--- src/verilog/mcs_map.svh ---
// Constants for the module control and status timing block
`ifndef MCS_MAP_SVH
`define MCS_MAP_SVH

// ==========================================================
// Clock and time conversion
`define MCS_CLK_MHZ         200
`define MCS_US_CYC(t)       ((t) * `MCS_CLK_MHZ)
`define MCS_MS_CYC(t)       ((t) * 1000 * `MCS_CLK_MHZ)

// ==========================================================
// Times as printed
`define MCS_T_MGMT_INIT_MS  2000
`define MCS_T_RESET_MIN_US  10
`define MCS_T_CHECK_MS      50
`define MCS_HW_INIT_CYC     1000

// ==========================================================
// Flag vector layout
`define MCS_NFLAG           8
`define MCS_FLG_LASER_FAULT 0
`define MCS_FLG_RX_LOSS     1
`define MCS_FLG_FIBRE       2

// ==========================================================
// Widths and reset values
`define MCS_TMR_W           32
`define MCS_RST_CNT_W       12
`define MCS_ADV_RST         8'h00

`endif

--- src/verilog/mcs_pkg.sv ---
// Types shared by the control and status timing block
`default_nettype none
package mcs_pkg;

  // ==========================================================
  // Start-up sequence states
  typedef enum logic [1:0] {
    MCS_ST_RESET,
    MCS_ST_INIT,
    MCS_ST_CHECK,
    MCS_ST_READY
  } mcs_state_e;

  // ==========================================================
  // Width of the shared timer count
  typedef logic [31:0] mcs_cnt_t;

endpackage
`default_nettype wire

--- src/verilog/mcs_tmr_if.sv ---
// Carrier between the controller and its one-shot timers
`default_nettype none
interface mcs_tmr_if;
  import mcs_pkg::*;
  logic     start; // Load and run, one cycle
  mcs_cnt_t limit; // Cycles until done
  logic     done;  // Expired, holds until next start

  modport ctl (output start, output limit, input done);
  modport tmr (input start, input limit, output done);
endinterface
`default_nettype wire
--- src/verilog/mcs_ctl_status.sv ---
// Soft control and status timing block of a pluggable laser module
// ==========================================================
`include "mcs_map.svh"
`default_nettype none
module mcs_ctl_status
  import mcs_pkg::*;
#(
  parameter int unsigned       MGMT_INIT_CYC = `MCS_MS_CYC(`MCS_T_MGMT_INIT_MS),
  parameter int unsigned       CHECK_CYC     = `MCS_MS_CYC(`MCS_T_CHECK_MS),
  parameter logic [7:0]        PWR_UP_ADV    = 8'h01,
  parameter logic [7:0]        PATH_INIT_ADV = 8'h01,
  parameter logic [7:0]        LASER_ON_ADV  = 8'h01
)
(
  input  wire logic               ref_clk,             // 200 MHz clock
  input  wire logic               rst_b,               // Power-on reset, active low
  input  wire logic               module_reset_n,      // Reset pin from host
  input  wire logic               low_power_select,    // Shared low-power / disable pin
  input  wire logic               laser_disable,       // Fast laser-disable pin
  input  wire logic               pin_is_disable,      // Shared pin acts as laser disable
  input  wire logic               sw_laser_disable,    // Laser-disable control bit
  input  wire logic               fast_disable_cap,    // Fast disable advertised
  input  wire logic               fibre_check_done,    // Fibre test finished
  input  wire logic               fibre_clean,         // Fibre test result
  input  wire logic [`MCS_NFLAG-1:0] flag_cond,        // Flag-raising conditions
  input  wire logic               flag_clear,          // Host read of flags, one cycle
  input  wire logic [`MCS_NFLAG-1:0] flag_clear_sel,   // Flags covered by that read
  input  wire logic [`MCS_NFLAG-1:0] flag_mask,        // Interrupt masks
  output logic                    management_startup,  // Start-up in progress
  output logic                    mgmt_ready,          // Bus transactions may be acked
  output logic                    interrupt_out_n,     // Interrupt, active low
  output logic [`MCS_NFLAG-1:0]   flags,               // Latched flags
  output logic                    laser_drive_en,      // Optical output enabled
  output logic                    low_power_active,    // Low-power mode in force
  output logic [7:0]              power_up_timeout,    // Advertised power-up time
  output logic [7:0]              path_init_timeout,   // Advertised path init time
  output logic [7:0]              laser_on_timeout     // Advertised laser on time
);

  // ==========================================================
  // State
  typedef struct packed {
    logic [1:0]              lp_sync;
    logic [1:0]              ld_sync;
    mcs_state_e              st;
    logic                    busy;
    logic                    ready;
    logic                    laser_on;
    logic                    low_pwr;
    logic [`MCS_NFLAG-1:0]   flg;
    logic                    int_n;
    logic [7:0]              adv_pwr;
    logic [7:0]              adv_path;
    logic [7:0]              adv_laser;
  } mcs_top_s;

  mcs_top_s s_q;
  mcs_top_s s_d;

  mcs_tmr_if phase_tif ();
  mcs_tmr_if dead_tif ();

  logic                  rst_hold;
  logic                  dis_req;
  logic [`MCS_NFLAG-1:0] raise;

  // ==========================================================
  // Sub-blocks
  mcs_reset_filter u_rst_filter (
    .ref_clk        (ref_clk),
    .rst_b          (rst_b),
    .module_reset_n (module_reset_n),
    .reset_hold     (rst_hold)
  );

  // Timers clear only on power-on reset; every start reloads them, so a
  // module reset cannot leave a stale expiry behind for the next start-up
  mcs_timer u_phase_tmr (
    .ref_clk (ref_clk),
    .rst_b   (rst_b),
    .tif     (phase_tif)
  );

  mcs_timer u_dead_tmr (
    .ref_clk (ref_clk),
    .rst_b   (rst_b),
    .tif     (dead_tif)
  );

  // Interrupt reduction, shared by the next-state logic and the checks
  function automatic logic int_level(input logic [`MCS_NFLAG-1:0] f, input logic [`MCS_NFLAG-1:0] m);
    int_level = ~|(f & ~m);
  endfunction

  // ==========================================================
  // Next state
  always_comb
  begin
    s_d             = s_q;
    phase_tif.start = 1'b0;
    phase_tif.limit = mcs_cnt_t'(`MCS_HW_INIT_CYC);
    dead_tif.start  = 1'b0;
    dead_tif.limit  = mcs_cnt_t'(MGMT_INIT_CYC);

    // Pins cross into this clock through two stages
    s_d.lp_sync = {s_q.lp_sync[0], low_power_select};
    s_d.ld_sync = {s_q.ld_sync[0], laser_disable};

    // Shared pin meaning follows the select on the next edge
    s_d.low_pwr = s_q.lp_sync[1] && !pin_is_disable;

    // Fibre check result is a flag source, the rest come from outside
    raise = flag_cond;

    // Start-up sequence
    case (s_q.st)
      MCS_ST_RESET:
      begin
        if (!rst_hold)
        begin
          phase_tif.start = 1'b1;
          dead_tif.start  = 1'b1;
          s_d.st          = MCS_ST_INIT;
        end
      end
      MCS_ST_INIT:
      begin
        if (phase_tif.done)
        begin
          phase_tif.start = 1'b1;
          phase_tif.limit = mcs_cnt_t'(CHECK_CYC);
          s_d.st          = MCS_ST_CHECK;
        end
      end
      MCS_ST_CHECK:
      begin
        // A dirty or untested fibre is reported, it does not stall start-up
        if (fibre_check_done || phase_tif.done || dead_tif.done)
        begin
          raise[`MCS_FLG_FIBRE] = !(fibre_check_done && fibre_clean);
          s_d.st                = MCS_ST_READY;
          s_d.ready             = 1'b1;
          s_d.busy              = 1'b0;
        end
      end
      MCS_ST_READY:
      begin
        s_d.ready = 1'b1;
      end
      default:
      begin
        s_d.st = MCS_ST_RESET;
      end
    endcase

    // The fast-disable capability needs no path of its own: the pin already
    // acts within a few cycles, far inside the fast limit
    // Optical output: any disable source wins, the bit within one edge, the pins within three
    dis_req = sw_laser_disable
           || s_q.ld_sync[1]
           || (s_q.lp_sync[1] && pin_is_disable)
           || s_q.lp_sync[1];
    s_d.laser_on = (s_q.st == MCS_ST_READY) && !dis_req;

    // Flags: a new event wins over a clear in the same cycle
    if (flag_clear)
      s_d.flg = s_q.flg & ~flag_clear_sel;
    s_d.flg = s_d.flg | raise;
    s_d.int_n = int_level(s_q.flg, flag_mask);

    // Advertised maximum durations
    s_d.adv_pwr   = PWR_UP_ADV;
    s_d.adv_path  = PATH_INIT_ADV;
    s_d.adv_laser = LASER_ON_ADV;

    // Module reset overrides state, status, laser and flags, not the pin stages, low-power mode or advertised times
    if (rst_hold)
    begin
      s_d.st       = MCS_ST_RESET;
      s_d.busy     = 1'b1;
      s_d.ready    = 1'b0;
      s_d.laser_on = 1'b0;
      s_d.flg      = '0;
      s_d.int_n    = 1'b1;
    end
  end

  // ==========================================================
  // Registers
  always_ff @(posedge ref_clk or negedge rst_b)
  begin
    if (!rst_b)
      s_q <= '{lp_sync: 2'h0, ld_sync: 2'h0, st: MCS_ST_RESET, busy: 1'b1, ready: 1'b0,
               laser_on: 1'b0, low_pwr: 1'b0, flg: '0, int_n: 1'b1,
               adv_pwr: `MCS_ADV_RST, adv_path: `MCS_ADV_RST, adv_laser: `MCS_ADV_RST};
    else
      s_q <= s_d;
  end

  // ==========================================================
  // Outputs, all straight from flip-flops
  assign management_startup = s_q.busy;
  assign mgmt_ready         = s_q.ready;
  assign interrupt_out_n    = s_q.int_n;
  assign flags              = s_q.flg;
  assign laser_drive_en     = s_q.laser_on;
  assign low_power_active   = s_q.low_pwr;
  assign power_up_timeout   = s_q.adv_pwr;
  assign path_init_timeout  = s_q.adv_path;
  assign laser_on_timeout   = s_q.adv_laser;

  // Cycles spent since reset release without being ready
  mcs_cnt_t wait_cnt;
  always_ff @(posedge ref_clk or negedge rst_b)
  begin
    if (!rst_b)
      wait_cnt <= '0;
    else if (s_q.st == MCS_ST_RESET || s_q.ready)
      wait_cnt <= '0;
    else
      wait_cnt <= wait_cnt + mcs_cnt_t'(1);
  end
endmodule // mcs_ctl_status
`default_nettype wire

--- src/verilog/mcs_reset_filter.sv ---
// Synchroniser and minimum-width detector for the module reset pin
`include "mcs_map.svh"
`default_nettype none
module mcs_reset_filter
  import mcs_pkg::*;
(
  input  wire logic ref_clk,        // 200 MHz clock
  input  wire logic rst_b,          // Async reset, active low
  input  wire logic module_reset_n, // Reset pin from host
  output logic      reset_hold      // Valid reset pulse seen, pin still low
);

  localparam logic [`MCS_RST_CNT_W-1:0] MIN_CYC = `MCS_RST_CNT_W'(`MCS_US_CYC(`MCS_T_RESET_MIN_US));

  typedef struct packed {
    logic [1:0]                sync;
    logic [`MCS_RST_CNT_W-1:0] cnt;
    logic                      hold;
  } mcs_rf_s;

  mcs_rf_s s_q;
  mcs_rf_s s_d;

  // ==========================================================
  // Short glitches are ignored; only a full-width low pulse resets
  always_comb
  begin
    s_d      = s_q;
    s_d.sync = {s_q.sync[0], module_reset_n};
    if (s_q.sync[1])
    begin
      s_d.cnt  = '0;
      s_d.hold = 1'b0;
    end
    else
    begin
      // Hold rises on the edge that counts the last low sample, so a pulse of
      // exactly the minimum width is taken
      if (s_q.cnt != MIN_CYC)
        s_d.cnt = s_q.cnt + `MCS_RST_CNT_W'(1);
      s_d.hold = (s_d.cnt == MIN_CYC);
    end
  end

  always_ff @(posedge ref_clk or negedge rst_b)
  begin
    if (!rst_b)
      s_q <= '{sync: 2'h3, cnt: '0, hold: 1'b0};
    else
      s_q <= s_d;
  end

  assign reset_hold = s_q.hold;
endmodule // mcs_reset_filter
`default_nettype wire

--- src/verilog/mcs_timer.sv ---
// One-shot cycle timer used for start-up phases and deadline
`include "mcs_map.svh"
`default_nettype none
module mcs_timer
  import mcs_pkg::*;
(
  input  wire logic ref_clk, // 200 MHz clock
  input  wire logic rst_b,   // Async reset, active low
  mcs_tmr_if.tmr    tif      // Start, limit and done
);

  typedef struct packed {
    mcs_cnt_t cnt;
    logic     run;
    logic     done;
  } mcs_tmr_s;

  mcs_tmr_s s_q;
  mcs_tmr_s s_d;

  // ==========================================================
  // Countdown; done stays up so a late reader cannot miss it
  always_comb
  begin
    s_d = s_q;
    if (tif.start)
    begin
      s_d.cnt  = tif.limit - mcs_cnt_t'(1);
      s_d.run  = 1'b1;
      s_d.done = 1'b0;
    end
    else if (s_q.run)
    begin
      if (s_q.cnt == '0)
      begin
        s_d.run  = 1'b0;
        s_d.done = 1'b1;
      end
      else
      begin
        s_d.cnt = s_q.cnt - mcs_cnt_t'(1);
      end
    end
  end

  always_ff @(posedge ref_clk or negedge rst_b)
  begin
    if (!rst_b)
      s_q <= '0;
    else
      s_q <= s_d;
  end

  assign tif.done = s_q.done;

endmodule // mcs_timer
`default_nettype wire

--- config.mk ---
export PLATFORM = sky130hd
export DESIGN_NAME = mcs_ctl_status
export DESIGN_NICKNAME = d
export VERILOG_FILES = /design/src/verilog/mcs_pkg.sv /design/src/verilog/mcs_tmr_if.sv /design/src/verilog/mcs_ctl_status.sv /design/src/verilog/mcs_reset_filter.sv /design/src/verilog/mcs_timer.sv
export VERILOG_INCLUDE_DIRS = /design/src /design/src/verilog
export SDC_FILE = /design/constraint.sdc
export NUM_CORES = 1
export LEC_CHECK = 0
export ABC_AREA = 1
export BUFFER_PORTS_ARGS = -buffer_cell sky130_fd_sc_hd__buf_2
export CAP_MARGIN = 40
export CELL_PAD_IN_SITES_DETAIL_PLACEMENT = 1
export CELL_PAD_IN_SITES_GLOBAL_PLACEMENT = 2
export CORE_ASPECT_RATIO = 0.5
export CORE_UTILIZATION = 36
export DETAILED_ROUTE_END_ITERATION = 16
export GPL_TIMING_DRIVEN = 0
export PLACE_DENSITY = 0.9
export RECOVER_POWER = 25
export SLEW_MARGIN = 20
export SYNTH_ARGS = -nofsm -noshare
export SYNTH_HDL_FRONTEND = slang
export SYNTH_HIERARCHICAL = 1
export SYNTH_SLANG_ARGS = --single-unit
--- constraint.sdc ---
create_clock -name ref_clk -period 5.1 [get_ports ref_clk]
set_clock_uncertainty 0.2 [all_clocks]
set_input_delay 0.255 -clock ref_clk [delete_from_list [all_inputs] [get_ports ref_clk]]
set_output_delay 0.255 -clock ref_clk [all_outputs]
set_load 0.1 [all_outputs]
==> results_dict.tcl <==
set metrics [dict create \
    hold_path_depth 4 \
    first_pass_iters 5 \
    num-fill-cells 3288 \
    switching_share_pct 44.1 \
    nets 1744 \
    crit_required_ps 5200 \
    yosys_warnings 6 \
    post-route-period-util_pct 65.8 \
    p_int_w 0.00195 \
    wl_um 29700 \
    avgSynthCellArea_um2 6.12 \
    synth_fa_ha_area_share_pct 1.57 \
    cellLeakagePower_nw 5.45 \
    max_freq_ghz 0.298 \
    cts.sinks 103 \
    grt_pass1_wl_um 49400 \
    violations "capacitance limit, slew limit" \
    synth.distinct_cells 41 \
    antenna_found_initial 0 \
    p_per_area_nw_per_um2 329 \
    via_per_inst 4.78 \
    clock_path_buffers 2 \
    post_cts_buffers 0 \
    antennaDiodeCount 0 \
    yosys.area_share.simple_pct 44.8 \
    rsz0062_at_grt "no" \
    boundaryPins 72 \
    dieArea_um2 25000 \
    start_util_pct 37.6 \
    grt_pass1_vias 9949 \
    setup_violations 0 \
    numPortBuffers 48 \
    end_kind "flop" \
    synth_xor_area_share_pct 2.20 \
    cp_data_arrival_time_ps 3460 \
    worstPathMaxFanout 16 \
    drt_iter0_markers 481 \
    area_growth_pct 21.1 \
    route.detailed.wl_per_inst_um 14.8 \
    drive_gt1_share_pct 9.81 \
    syn_inst 1432 \
    holdBufCountCts 16 \
    r2r_cells 10 \
    ant_nets 0 \
    hold_class "input port to flop" \
    insertion_delay_ps 370 \
    cts_inserted_buffers 9 \
    ys_seq_elements 103 \
    fin_area_um2 10600 \
    vdd_ir_drop_max_v 0.000155 \
    ys_seq_area_share_pct 29.5 \
    synth_mux_area_share_pct 0 \
    crit_type "flop to flop" \
    drv_cap 1 \
    holdPathEnd "flags[0]" \
    slew_headroom_pct -61.1 \
    fp-row-count 39 \
    place_area_um2 10100 \
    r2r_start "s_q[38]" \
    worst_pin_slew_ps 2420 \
    grt_max_degree 67 \
    htree_num_levels 3 \
    grt_remaining_overflow 0 \
    syn-cell-area_um2 8760 \
    r2r_end "u_phase_tmr/s_q[27]" \
    hold_viol 0 \
    slew_violations 38 \
    grtUsageTotal_pct 24.8 \
    hold_start "flag_clear_sel[0]" \
    die_h_um 112 \
    cts_tree "yes" \
    outcome "finished with violations" \
    p_clk_share_pct 23.0 \
    min_period_ps 3350 \
    synth_top_family_by_area "simple AND/OR/NAND/NOR gates" \
    power_switching_w 0.00154 \
    post_cts_resized 0 \
    fin_setup_tns_ps 0 \
    critPathLaunchType "flop" \
    clkTransAtPathRegs_ps 80 \
    drc 0 \
    gp_congestion 0.862 \
    cts-root-buf "clkbuf_16" \
    pwr-share-comb_pct 37.3 \
    coreArea_um2 23300 \
    r2r_setup_slack_ps 1750 \
    synth_compound_area_share_pct 10.3 \
    dp_hpwl_um 23400 \
    seqPwrFrac_pct 39.7 \
    vias 9604 \
    fp.dieW_um 223 \
]
==> power groups by stage <==
stage               logic (W)  clock network [W]  registers (W)
finish                0.00130           0.000802        0.00138
floorplan             0.00102                  0        0.00129
detailed placement    0.00127                  0        0.00138
CTS                   0.00129           0.000818        0.00137
global placement      0.00120                  0        0.00137
global route          0.00149           0.000850        0.00142
==> layer usage <==
metal	GRT usage, %	part of all wire [%]
met1	30.2	45
met5	0	0
met2	45.7	50
met4	6.85	1.9
met3	3.46	3.0
==> stage by stage <==
stage                     worst slack, ps  power (W)  utilization [%]  instances  hold slack (ps)
final                                1750    0.00349             45.5       2010             9.75
after global placement               1780    0.00257             43.3       1977              133
after detailed placement             1730    0.00265             43.4       1978             1.46
after floorplan                      2730    0.00231                -       1622             -241
after global routing                 1420    0.00376             45.5       2010             26.5
after CTS                            1700    0.00348             45.5       2010             1.22
==> kinds of logic (layout without fill, tap and decap cells) <==
kind of cell / after synthesis / in the layout
AND/OR/NAND/NOR: 916 / 916
buffers and inverters: 219 / 300
AO/OA/AOI/OAI: 159 / 159
flip-flops: 103 / 103
XOR/XNOR: 22 / 22
adder cells (fa/ha/maj): 11 / 11
other: 2 / 192
==> worst max path at each step <==
stage            start             endpoint  slack [ps]  cells after the start
6_report       s_q[38]  u_phase_tmr/s_q[27]        1750                     10
5_1_grt        s_q[38]  u_phase_tmr/s_q[30]        1420                     10
4_1_cts        s_q[38]  u_phase_tmr/s_q[27]        1700                     10
3_5_place_dp   s_q[38]  u_phase_tmr/s_q[18]        1730                     10
3_3_place_gp   s_q[38]  u_phase_tmr/s_q[12]        1780                     10
2_1_floorplan  s_q[38]   u_phase_tmr/s_q[9]        2730                     13
==> worst max-delay path, stage by stage, from the launching register on <==
cell and delay, ps:
dfrtp_1 400, inv_1 100, ha_1 210, nand2_1 410
o21ai_0 170, clkbuf_1 230, clkinv_1 230, clkbuf_1 540
clkbuf_1 550, nand3_1 150, nand2_1 100
==> cells in the mapped netlist (all sizes together) <==
master	count	area [um^2]
a21o	1	7.51
o21a	1	7.51
o22ai	6	37.5
clkinv	2	7.51
a21oi	39	195
dfrtp	99	2480
clkbuf	14	52.6
o21bai	19	143
a32o	1	10.0
inv	153	574
nor2	265	1100
buf	50	378
xor2	15	131
and2	6	37.5
dfstp	4	105
or2	2	12.5
xnor2	7	61.3
nand3	147	756
nor3	14	70.1
conb	2	7.51
nand4	22	144
o211ai	2	15.0
o21ai	90	488
ha	11	138
nand2	451	1740
nand3b	7	52.6
nor4	2	12.5
==> registers in the layout (all words and copies together) (netlist names) <==
signal	cells
flags	8
interrupt_out_n	1
laser_drive_en	1
laser_on_timeout	1
low_power_active	1
management_startup	1
mgmt_ready	1
s_d	2
s_q	4
u_dead_tmr/s_q	33
u_dead_tmr/tif.done	1
u_phase_tmr/s_q	33
u_phase_tmr/tif.done	1
u_rst_filter/reset_hold	1
u_rst_filter/s_d	1
u_rst_filter/s_q	13
==> cell usage in the layout, fill, tap and decap left out, types with 8 or more instances in the layout <==
| cell | count |
|---|---|
| nor2_2 | 11 |
| inv_1 | 151 |
| dfrtp_1 | 99 |
| o21bai_1 | 19 |
| nand4_1 | 21 |
| nand3_1 | 143 |
| clkbuf_1 | 16 |
| nor2_1 | 245 |
| o21ai_2 | 10 |
| a21oi_1 | 39 |
| nand2_2 | 8 |
| conb_1 | 192 |
| o21ai_0 | 67 |
| buf_2 | 54 |
| xor2_1 | 15 |
| nand2_1 | 439 |
| buf_4 | 34 |
| ha_1 | 11 |
| o21ai_1 | 13 |
| clkbuf_16 | 9 |
| nor3_1 | 14 |
| nor2_4 | 8 |
| dlygate4sd3_1 | 16 |
==> layout make-up <==
cell class	count	area, um^2	area share [%]
clock buffer	9	225	2.12
multi-input combinational	1300	5880	55.4
clock inverter	7	101	0.955
timing repair buffer	65	427	4.02
inverter	155	582	5.48
sequential	103	2580	24.3
tap	307	384	3.62
buffer	64	429	4.04
Note: power is estimated with default switching activity, not from simulation.
